File: src/hel_pkg.sv
package hel_pkg;

  localparam int          DATA_W       = 8;
  localparam int          ADDR_W       = 32;
  localparam int          CNT_W        = 16;

  // Register map, byte addresses on APB
  localparam logic [11:0] OFS_GCTL     = 12'h000;
  localparam logic [11:0] OFS_GSTAT    = 12'h004;
  localparam logic [11:0] OFS_BANK0    = 12'h100;
  localparam logic [11:0] BANK_STRIDE  = 12'h010;
  localparam logic [11:0] OFS_CTL      = 12'h000;
  localparam logic [11:0] OFS_STAT     = 12'h004;
  localparam logic [11:0] OFS_ADDR     = 12'h008;
  localparam logic [11:0] OFS_MISC     = 12'h00C;

  // Bank control fields
  localparam int          CTL_LOG_BIT  = 0;
  localparam int          CTL_REP_BIT  = 1;
  localparam int          CTL_DIS_BIT  = 2;
  localparam logic [2:0]  CTL_RST      = 3'h3;

  // Global control and status fields
  localparam int          GCTL_DEF_BIT = 0;
  localparam int          GCTL_THR_BIT = 1;
  localparam logic [1:0]  GCTL_RST     = 2'h0;
  localparam int          GST_SHD_BIT  = 0;
  localparam int          GST_MCE_BIT  = 1;

  // Bank status fields
  localparam int          ST_CLS_LSB   = 0;
  localparam int          ST_POI_BIT   = 29;
  localparam int          ST_OVF_BIT   = 30;
  localparam int          ST_VAL_BIT   = 31;

  // Bank miscellaneous fields
  localparam int          MISC_CNT_LSB = 0;
  localparam int          MISC_THR_LSB = 16;
  localparam logic [15:0] THR_RST      = 16'h0010;

  typedef enum logic [1:0] {
    CLS_CORR   = 2'b00,
    CLS_DEFER  = 2'b01,
    CLS_UNCORR = 2'b11
  } hel_class_t;

  typedef struct packed {
    logic                strobe;
    logic                fixable;
    logic                deferrable;
    logic                fatal;
    logic [DATA_W-1:0]   actual;
    logic [DATA_W-1:0]   expected;
    logic [ADDR_W-1:0]   addr;
  } hel_src_t;

  typedef struct packed {
    logic act_dis;
    logic rep_en;
    logic log_en;
  } hel_ctl_t;

  typedef struct packed {
    logic       valid;
    logic       ovf;
    logic       poison;
    hel_class_t cls;
  } hel_stat_t;

endpackage

File: src/hel_checker.sv
`timescale 1ns/1ps
`default_nettype none
module hel_checker (
  input  wire logic             src_strobe_in,  // Checked transfer present
  input  wire logic [7:0]       actual_in,      // Observed outcome
  input  wire logic [7:0]       expected_in,    // Predicted outcome
  output var  logic             mismatch_out    // Error detected this cycle
);

  always_comb begin
    mismatch_out = src_strobe_in && (actual_in != expected_in);
  end

endmodule
`default_nettype wire

File: src/hel_top.sv
// What this block does
// - Compare actual against expected outcome of each check; flag any difference.
// - On an error, hardware corrects or contains it without software.
// - Per-bank control bit disables the autonomous correct or contain action.
// - Enabled bank records the detected error in its logging registers.
// - Disabled bank drops the error information.
// - Uncorrected error raises machine check only when reporting is enabled.
// - Each source has a software reporting enable for machine check.
// - Reporting disabled does not stop logging.
// - Every error gets one class: corrected, deferred or uncorrected.
// - Corrected errors raise no exception, only logged when enabled.
// - An error hardware can neither correct nor defer is classed uncorrected.
// - Deferred errors are logged if enabled but raise no machine check.
// - Deferred errors are tracked and become uncorrected when about to be used.
// - That reclassification raises machine check if reporting is enabled.
// - Unconsumed uncorrectable data is tagged poison instead of reported.
// - Consuming poisoned data reports a localized machine check.
// - Uncontainable error forces the core into shutdown.
// - Optional interrupt fires when a deferred error is first detected.
// - Corrected errors are counted in banks with logging enabled; passing a threshold raises an interrupt.
// - Both interrupts are independent of machine check enables.
// - Logged information survives warm reset; only cold reset clears it.
// - Each bank has control, status, address and misc registers.
`timescale 1ns/1ps
`default_nettype none
module hel_top #(
  parameter int N_BANK = 4
) (
  input  wire logic                   clock_in,        // Core clock
  input  wire logic                   rst_in,          // Warm reset
  input  wire logic                   cold_rst_in,     // Cold power-up reset
  input  wire hel_pkg::hel_src_t      src_in [N_BANK], // Error source reports
  input  wire logic [N_BANK-1:0]      consume_in,      // Data about to be used
  input  wire logic [11:0]            paddr_in,        // APB address
  input  wire logic                   psel_in,         // APB select
  input  wire logic                   penable_in,      // APB enable
  input  wire logic                   pwrite_in,       // APB direction
  input  wire logic [31:0]            pwdata_in,       // APB write data
  output logic [31:0]                 prdata_out,      // APB read data
  output logic                        pready_out,      // APB ready
  output logic                        pslverr_out,     // APB error
  output logic                        machine_check_exception_out, // Exception pulse
  output logic                        shutdown_out,    // Core halted
  output logic                        deferred_irq_out,  // First deferred pulse
  output logic                        threshold_irq_out, // Count crossing pulse
  output logic [N_BANK-1:0]           correct_out,     // Correction action
  output logic [N_BANK-1:0]           contain_out,     // Containment action
  output logic [N_BANK-1:0]           poison_out       // Poison tag per bank
);

  localparam logic [hel_pkg::CNT_W-1:0] CNT_MAX = '1;

  hel_pkg::hel_ctl_t                ctl_r    [N_BANK];
  hel_pkg::hel_stat_t               stat_r   [N_BANK];
  hel_pkg::hel_stat_t               stat_nxt [N_BANK];
  logic [hel_pkg::ADDR_W-1:0]       addr_r   [N_BANK];
  logic [hel_pkg::ADDR_W-1:0]       addr_nxt [N_BANK];
  logic [hel_pkg::CNT_W-1:0]        cnt_r    [N_BANK];
  logic [hel_pkg::CNT_W-1:0]        cnt_nxt  [N_BANK];
  logic [hel_pkg::CNT_W-1:0]        thr_r    [N_BANK];
  logic [N_BANK-1:0]                mis;
  logic [N_BANK-1:0]                cons;
  logic [N_BANK-1:0]                rep_hit;
  logic [N_BANK-1:0]                fatal_hit;
  logic [N_BANK-1:0]                def_first;
  logic [N_BANK-1:0]                thr_cross;
  logic [N_BANK-1:0]                poison_nxt;
  hel_pkg::hel_class_t              cls      [N_BANK];
  logic [1:0]                       gctl_r;
  logic                             mce_seen_r;
  logic                             wr_en;
  logic                             acc;
  logic [31:0]                      rd_data;
  logic                             rd_ok;

  function automatic logic bank_hit(input logic [11:0] a, input int b, input logic [11:0] o);
    return a == 12'(hel_pkg::OFS_BANK0 + hel_pkg::BANK_STRIDE * b + o);
  endfunction

  function automatic hel_pkg::hel_class_t classify(input logic fixable, input logic deferrable);
    if (fixable) begin
      return hel_pkg::CLS_CORR;
    end else if (deferrable) begin
      return hel_pkg::CLS_DEFER;
    end
    return hel_pkg::CLS_UNCORR;
  endfunction

  for (genvar g = 0; g < N_BANK; g++) begin : g_chk
    hel_checker u_chk (
      .src_strobe_in (src_in[g].strobe),
      .actual_in     (src_in[g].actual),
      .expected_in   (src_in[g].expected),
      .mismatch_out  (mis[g])
    );
  end

  assign acc   = psel_in && penable_in && pready_out;
  assign wr_en = acc && pwrite_in;

  // Classification and event decode per bank
  always_comb begin
    for (int i = 0; i < N_BANK; i++) begin
      // Correction disabled leaves the error deferred if deferrable, else uncorrected
      cls[i]       = classify(src_in[i].fixable && !ctl_r[i].act_dis, src_in[i].deferrable);
      cons[i]      = consume_in[i] && poison_out[i];
      rep_hit[i]   = ctl_r[i].rep_en && ((mis[i] && cls[i] == hel_pkg::CLS_UNCORR) || cons[i]);
      fatal_hit[i] = mis[i] && src_in[i].fatal && cls[i] == hel_pkg::CLS_UNCORR;
      def_first[i] = mis[i] && cls[i] == hel_pkg::CLS_DEFER && !poison_out[i];
    end
  end

  // Logging next state; a new log wins over a software clear only when no record was valid
  always_comb begin
    for (int i = 0; i < N_BANK; i++) begin
      stat_nxt[i]   = stat_r[i];
      addr_nxt[i]   = addr_r[i];
      cnt_nxt[i]    = cnt_r[i];
      thr_cross[i]  = 1'b0;
      poison_nxt[i] = poison_out[i];
      if (cons[i]) begin
        poison_nxt[i] = 1'b0;
      end
      if (mis[i] && cls[i] == hel_pkg::CLS_DEFER) begin
        poison_nxt[i] = 1'b1;
      end
      if (wr_en && bank_hit(paddr_in, i, hel_pkg::OFS_STAT)) begin
        stat_nxt[i] = '0;
      end
      if (wr_en && bank_hit(paddr_in, i, hel_pkg::OFS_MISC)) begin
        cnt_nxt[i] = '0;
      end
      if (cons[i] && stat_r[i].valid && stat_r[i].cls == hel_pkg::CLS_DEFER) begin
        stat_nxt[i].cls = hel_pkg::CLS_UNCORR;
      end
      if (mis[i] && ctl_r[i].log_en) begin
        if (stat_r[i].valid) begin
          stat_nxt[i].ovf = 1'b1;
          // Keep the first record unless the new one is uncorrected and the first is not
          if (cls[i] == hel_pkg::CLS_UNCORR && stat_r[i].cls != hel_pkg::CLS_UNCORR) begin
            stat_nxt[i].cls = cls[i];
            addr_nxt[i]     = src_in[i].addr;
          end
        end else begin
          stat_nxt[i].valid = 1'b1;
          stat_nxt[i].ovf   = 1'b0;
          stat_nxt[i].cls   = cls[i];
          addr_nxt[i]       = src_in[i].addr;
        end
        stat_nxt[i].poison = stat_nxt[i].poison || cls[i] == hel_pkg::CLS_DEFER;
        if (cls[i] == hel_pkg::CLS_CORR) begin
          if (cnt_r[i] != CNT_MAX) begin
            cnt_nxt[i] = cnt_r[i] + 1'b1;
          end
          thr_cross[i] = (cnt_r[i] == thr_r[i]) && (cnt_r[i] != CNT_MAX);
        end
      end
    end
  end

  // Logged state: cleared by cold reset only
  always_ff @(posedge clock_in) begin
    for (int i = 0; i < N_BANK; i++) begin
      if (cold_rst_in) begin
        stat_r[i]     <= '0;
        addr_r[i]     <= '0;
        cnt_r[i]      <= '0;
        poison_out[i] <= 1'b0;
      end else begin
        stat_r[i]     <= stat_nxt[i];
        addr_r[i]     <= addr_nxt[i];
        cnt_r[i]      <= cnt_nxt[i];
        poison_out[i] <= poison_nxt[i];
      end
    end
  end

  // Bank controls and thresholds
  always_ff @(posedge clock_in) begin
    for (int i = 0; i < N_BANK; i++) begin
      if (rst_in || cold_rst_in) begin
        ctl_r[i] <= hel_pkg::CTL_RST;
        thr_r[i] <= hel_pkg::THR_RST;
      end else begin
        if (wr_en && bank_hit(paddr_in, i, hel_pkg::OFS_CTL)) begin
          ctl_r[i].log_en  <= pwdata_in[hel_pkg::CTL_LOG_BIT];
          ctl_r[i].rep_en  <= pwdata_in[hel_pkg::CTL_REP_BIT];
          ctl_r[i].act_dis <= pwdata_in[hel_pkg::CTL_DIS_BIT];
        end
        if (wr_en && bank_hit(paddr_in, i, hel_pkg::OFS_MISC)) begin
          thr_r[i] <= pwdata_in[hel_pkg::MISC_THR_LSB +: hel_pkg::CNT_W];
        end
      end
    end
  end

  // Global control
  always_ff @(posedge clock_in) begin
    if (rst_in || cold_rst_in) begin
      gctl_r <= hel_pkg::GCTL_RST;
    end else if (wr_en && paddr_in == hel_pkg::OFS_GCTL) begin
      gctl_r <= pwdata_in[1:0];
    end
  end

  // Autonomous correct and contain actions
  always_ff @(posedge clock_in) begin
    for (int i = 0; i < N_BANK; i++) begin
      if (rst_in || cold_rst_in) begin
        correct_out[i] <= 1'b0;
        contain_out[i] <= 1'b0;
      end else begin
        correct_out[i] <= mis[i] && cls[i] == hel_pkg::CLS_CORR;
        contain_out[i] <= mis[i] && cls[i] != hel_pkg::CLS_CORR && !ctl_r[i].act_dis;
      end
    end
  end

  // Machine check, shutdown and its sticky status
  always_ff @(posedge clock_in) begin
    if (rst_in || cold_rst_in) begin
      machine_check_exception_out <= 1'b0;
      shutdown_out                <= 1'b0;
      mce_seen_r                  <= 1'b0;
    end else begin
      machine_check_exception_out <= |rep_hit;
      if (|fatal_hit) begin
        shutdown_out <= 1'b1;
      end
      if (|rep_hit) begin
        mce_seen_r <= 1'b1;
      end else if (wr_en && paddr_in == hel_pkg::OFS_GSTAT) begin
        mce_seen_r <= 1'b0;
      end
    end
  end

  // Notification interrupts, independent of reporting enables
  always_ff @(posedge clock_in) begin
    if (rst_in || cold_rst_in) begin
      deferred_irq_out  <= 1'b0;
      threshold_irq_out <= 1'b0;
    end else begin
      deferred_irq_out  <= gctl_r[hel_pkg::GCTL_DEF_BIT] && (|def_first);
      threshold_irq_out <= gctl_r[hel_pkg::GCTL_THR_BIT] && (|thr_cross);
    end
  end

  // Read decode over the register map
  always_comb begin
    rd_data = '0;
    rd_ok   = 1'b0;
    if (paddr_in == hel_pkg::OFS_GCTL) begin
      rd_data[1:0] = gctl_r;
      rd_ok        = 1'b1;
    end else if (paddr_in == hel_pkg::OFS_GSTAT) begin
      rd_data[hel_pkg::GST_SHD_BIT] = shutdown_out;
      rd_data[hel_pkg::GST_MCE_BIT] = mce_seen_r;
      rd_ok                         = 1'b1;
    end
    for (int i = 0; i < N_BANK; i++) begin
      if (bank_hit(paddr_in, i, hel_pkg::OFS_CTL)) begin
        rd_data[2:0] = ctl_r[i];
        rd_ok        = 1'b1;
      end
      if (bank_hit(paddr_in, i, hel_pkg::OFS_STAT)) begin
        rd_data[hel_pkg::ST_VAL_BIT]     = stat_r[i].valid;
        rd_data[hel_pkg::ST_OVF_BIT]     = stat_r[i].ovf;
        rd_data[hel_pkg::ST_POI_BIT]     = stat_r[i].poison;
        rd_data[hel_pkg::ST_CLS_LSB +: 2] = stat_r[i].cls;
        rd_ok                            = 1'b1;
      end
      if (bank_hit(paddr_in, i, hel_pkg::OFS_ADDR)) begin
        rd_data = addr_r[i];
        rd_ok   = 1'b1;
      end
      if (bank_hit(paddr_in, i, hel_pkg::OFS_MISC)) begin
        rd_data[hel_pkg::MISC_CNT_LSB +: hel_pkg::CNT_W] = cnt_r[i];
        rd_data[hel_pkg::MISC_THR_LSB +: hel_pkg::CNT_W] = thr_r[i];
        rd_ok                                            = 1'b1;
      end
    end
  end

  // APB slave: one wait state, answer registered
  always_ff @(posedge clock_in) begin
    if (rst_in || cold_rst_in) begin
      pready_out  <= 1'b0;
      pslverr_out <= 1'b0;
      prdata_out  <= '0;
    end else begin
      pready_out  <= psel_in && penable_in && !pready_out;
      pslverr_out <= psel_in && penable_in && !pready_out && !rd_ok;
      if (psel_in && penable_in && !pready_out && !pwrite_in) begin
        prdata_out <= rd_data;
      end
    end
  end

endmodule
`default_nettype wire

File: config.mk
export PLATFORM = sky130hd
export DESIGN_NAME = hel_top
export DESIGN_NICKNAME = d
export VERILOG_FILES = /design/src/hel_pkg.sv /design/src/hel_checker.sv /design/src/hel_top.sv
export SDC_FILE = /design/constraint.sdc
export NUM_CORES = 1
export LEC_CHECK = 0
export BUFFER_PORTS_ARGS = -buffer_cell sky130_fd_sc_hd__buf_4
export CORE_MARGIN = 2
export CORE_UTILIZATION = 40
export DETAILED_ROUTE_END_ITERATION = 10
export PLACE_DENSITY = 0.59
export SKIP_LAST_GASP = 1
export SLEW_MARGIN = 20
export SYNTH_ARGS = -nofsm -noshare
export SYNTH_HDL_FRONTEND = slang
export SYNTH_SLANG_ARGS = --single-unit
File: constraint.sdc
create_clock -name clock_in -period 4.1 [get_ports clock_in]
set_input_delay 0.205 -clock clock_in [delete_from_list [all_inputs] [get_ports clock_in]]
set_output_delay 0.205 -clock clock_in [all_outputs]
set_load 0.02 [all_outputs]
==> results.yml <==
outcome:
  status: "complete, no violations"
detailed_routing:
  drt_iter0_drc: 1590
  antenna_left: 0
  dr.pass1.iters: 5
  wl_per_cell_um: 22.7
  vias: 17100
  drt-total-wl_um: 68300
  drc: 0
  drt-vias-per-instance: 5.70
cells_and_area:
  fillerInstances: 4044
  area_delta_synth_final_pct: 31.2
  nNetsFinal: 2650
  layout.cells.non_filler: 3006
  drive_gt1_share_pct: 19.0
  fin_area_um2: 23400
critical_path:
  worst_ep_arrival_time_ns: 3.28
  cp-start-kind: "register"
  regToRegStartpoint: "cnt_r[0][0]$_SDFF_PP0_"
  reg2reg_depth: 7
  crit_required_ns: 4.51
  crit_path_end_kind: "register"
  r2r_slack_ns: 1.23
  rr_endpoint: "threshold_irq_out$_SDFF_PP0_"
  crit_type: "register to register"
  cp_max_fo: 15
sta:
  rsz0062_at_grt: "false"
  maxSlewViolCount: 0
  setup_viol: 0
  finalCriticalPeriod_ns: 2.87
  hold_viol: 0
  worst_pin_slew_ns: 1.12
  worst_slack_ns: 1.23
  fin_crit_sh_pct: 70.0
  finClkSkew_ns: 0.0163
  hold-worst-slack_ns: 0.0438
  fmax_ghz: 0.349
  setup_tns_ns: 0
  relSlewSlack_pct: 24.9
logic_synthesis:
  synth_ff_type: "dfxtp_1"
  ys_ff_latch: 341
  netlist_instances: 1983
  postSynthAreaPerCell_um2: 9.00
  yosys_warnings: 0
  async_reset_ff_share_pct: 0
  synth_edf_count: 76
  syn_nets: 2249
  ys_seq_area_share_pct: 42.5
  ys_types: 93
  netlist_area_um2: 17800
clock_tree:
  h-tree-depth: 2
  cts_tree: "done"
  clock_path_buffers: 3
  clkSinkCount: 341
  root_buffer: "clkbuf_16"
  clkTransAtPathRegs_ns: 0.06
  clk_latency_ns: 0.56
  cts_buffers: 39
global_routing:
  overflow: 0
  antenna_found_initial: 0
  grt_pass1_vias: 16300
  grt_pass1_wl_um: 101000
  grtUsageTotal_pct: 28.6
  grt_start_max_net_pins: 86
floorplanning:
  core_area_um2: 44100
  io_pins: 312
  placementRows: 77
  dieArea_um2: 46300
  start_util_pct: 40.5
  fp.dieW_um: 215
  die_h_um: 215
placed_design:
  place_area_um2: 20500
  dp_hpwl_um: 50300
  place_ws_ns: 1.21
  place_congestion: 0.931
  portBuffers: 298
  dp_cells: 2770
job:
  maxCapViolations: 0
power:
  ir_drop_v: 0.000235
  p_per_area_nw_per_um2: 357
  power.leakage_nw: 9.07
min_path:
  min_path_cells: 3
  holdCritPathClass: "input port to register"
  hold_end: "correct_out[3]$_SDFF_PP0_"
  min_from: "src_in[51]"
## cells by family after synthesis
group                      Yosys count  share of synthesized area [%]
xor gates and xnor gates           100                           4.91
adders and majority gates            4                          0.280
AOI/OAI and AO/OA                  459                           17.3
DFF                                341                           42.5
buffers and inverters              144                           3.81
muxes                              178                           10.1
and+or+nand+nor                    757                           21.1
## flip-flops by register name (all words and copies together), names as in the netlist
register                     count
addr_r                         128
cnt_r                           64
contain_out                      4
correct_out                      4
ctl_r                           12
deferred_irq_out                 1
gctl_r                           2
machine_check_exception_out      1
mce_seen_r                       1
poison_out                       4
prdata_out                      32
pready_out                       1
pslverr_out                      1
shutdown_out                     1
stat_r                          20
thr_r                           64
threshold_irq_out                1
## what timing repair did
action	CTS	global route
endpoints found under the setup margin	0	0
buffers inserted	0	0
hold endpoints to repair	211	0
gates resized for setup	0	0
hold buffers	165	0
## routing by layer
metal	part of all wire, %	track usage [%]
met1	44	39.3
met2	45	45.4
met3	7.4	4.08
met4	3.9	11.4
met5	0	0
## cells in the mapped netlist (5+ instances only)
cell	number	share of area, %
or3_1	26	0.91
a21o_1	5	0.21
o21ai_0	88	2.5
a32oi_1	5	0.25
nor2b_1	11	0.39
a22oi_1	14	0.59
edfxtp_1	76	13
nand3b_1	14	0.59
nor4_1	16	0.56
o21ai_1	10	0.28
o31ai_1	10	0.42
mux2i_1	163	9.1
nor2_1	154	3.2
o211ai_1	5	0.21
and4_1	7	0.34
clkbuf_1	68	1.4
a211oi_1	26	1.1
buf_6	5	0.32
a211oi_2	21	1.5
inv_1	14	0.29
xor2_1	24	1.2
and2_1	67	2.3
nand4_1	36	1.3
a41oi_1	5	0.25
dfxtp_1	265	30
a31oi_1	15	0.53
xnor2_1	76	3.7
nand2b_1	18	0.63
nand2_1	248	5.2
buf_2	43	1.2
nor3_1	40	1.1
o21a_1	5	0.21
a21boi_0	5	0.21
nand3_1	62	1.7
o32ai_1	7	0.34
a21oi_1	135	3.8
buf_4	8	0.34
and3_1	26	0.91
a311oi_1	16	0.79
a221oi_1	12	0.59
mux2_2	15	0.95
o22ai_1	36	1.3
## power by group
group          switching, mW  internal, mW  leakage [nW]  total [mW]
sequential             0.135          3.57          2.97        3.70
combinational          0.550         0.520          5.46        1.07
clock                   1.45          2.14         0.647        3.59
total                   2.13          6.23          9.07        8.36
## final cells by class
cell class	count	area, µm²	area share [%]
Sequential cell	341	7590	32.4
Inverter	14	52.6	0.224
Timing Repair Buffer	490	4100	17.5
Multi-Input combinational cell	1498	9630	41.1
Tap cell	592	741	3.16
Clock buffer	62	1250	5.33
Clock inverter	8	61.3	0.262
Antenna cell	1	2.50	0.0107
## stage by stage
| step | power [mW] | util (%) |
|---|---|---|
| 3_5_place_dp | 4.71 | 46.4 |
| 6_report | 8.36 | 53.1 |
| 4_1_cts | 8.40 | 53.1 |
| 3_3_place_gp | 4.69 | 46.4 |
| 5_1_grt | 8.62 | 53.1 |
| 2_1_floorplan | 4.25 | - |
## critical path: stages, from the launching register on
cell     delay, ns
dfxtp_1       0.42
ha_1          0.28
nand3_1       0.12
nor2_1        0.12
a41o_1        0.34
nor2_1        0.79
a22oi_1       0.27
a31oi_1       0.38
## layout by cell type (no fill, tap or decap), types with 7 or more instances in the layout
master         synthesis  layout
nand3b_1              14      14
buf_4                  8     323
o21ai_1               10       9
inv_1                 14      14
edfxtp_1              76      76
a31oi_1               15      15
nor2b_1               11      11
a21oi_1              135     134
a22oi_1               14      14
or3_1                 26      26
nand3_1               62      62
clkbuf_8               0      10
and2_1                67      67
a211oi_2              21      21
o31ai_1               10      10
clkbuf_1              68       9
xor2_1                24      24
o22ai_1               36      36
clkbuf_16              0      43
nand2b_1              18      18
o21ai_0               88      88
nor2_1               154     153
dlygate4sd3_1          0     165
mux2i_1              163     163
o32ai_1                7       7
mux2_2                15      15
a221oi_1              12      12
nor3_1                40      40
a311oi_1              16      16
nor4_1                16      16
a211oi_1              26      26
xnor2_1               76      76
and4_1                 7       7
nand2_1              248     248
dfxtp_1              265     265
and3_1                26      26
nand4_1               36      36
## worst max path at each step
| stage | start | to | cells past startpoint |
|---|---|---|---|
| floorplan | cnt_r[1][0]$_SDFF_PP0_ | cnt_r[1][15]$_SDFF_PP0_ | 8 |
| global placement | paddr_in[2] | thr_r[0][31]$_SDFFCE_PN0P_ | 6 |
| detailed placement | paddr_in[2] | thr_r[0][28]$_SDFFCE_PN0P_ | 6 |
| CTS | cnt_r[0][0]$_SDFF_PP0_ | threshold_irq_out$_SDFF_PP0_ | 7 |
| global route | cnt_r[0][0]$_SDFF_PP0_ | threshold_irq_out$_SDFF_PP0_ | 7 |
| finish | cnt_r[0][0]$_SDFF_PP0_ | threshold_irq_out$_SDFF_PP0_ | 7 |
Note: power is estimated with default switching activity, not from simulation.
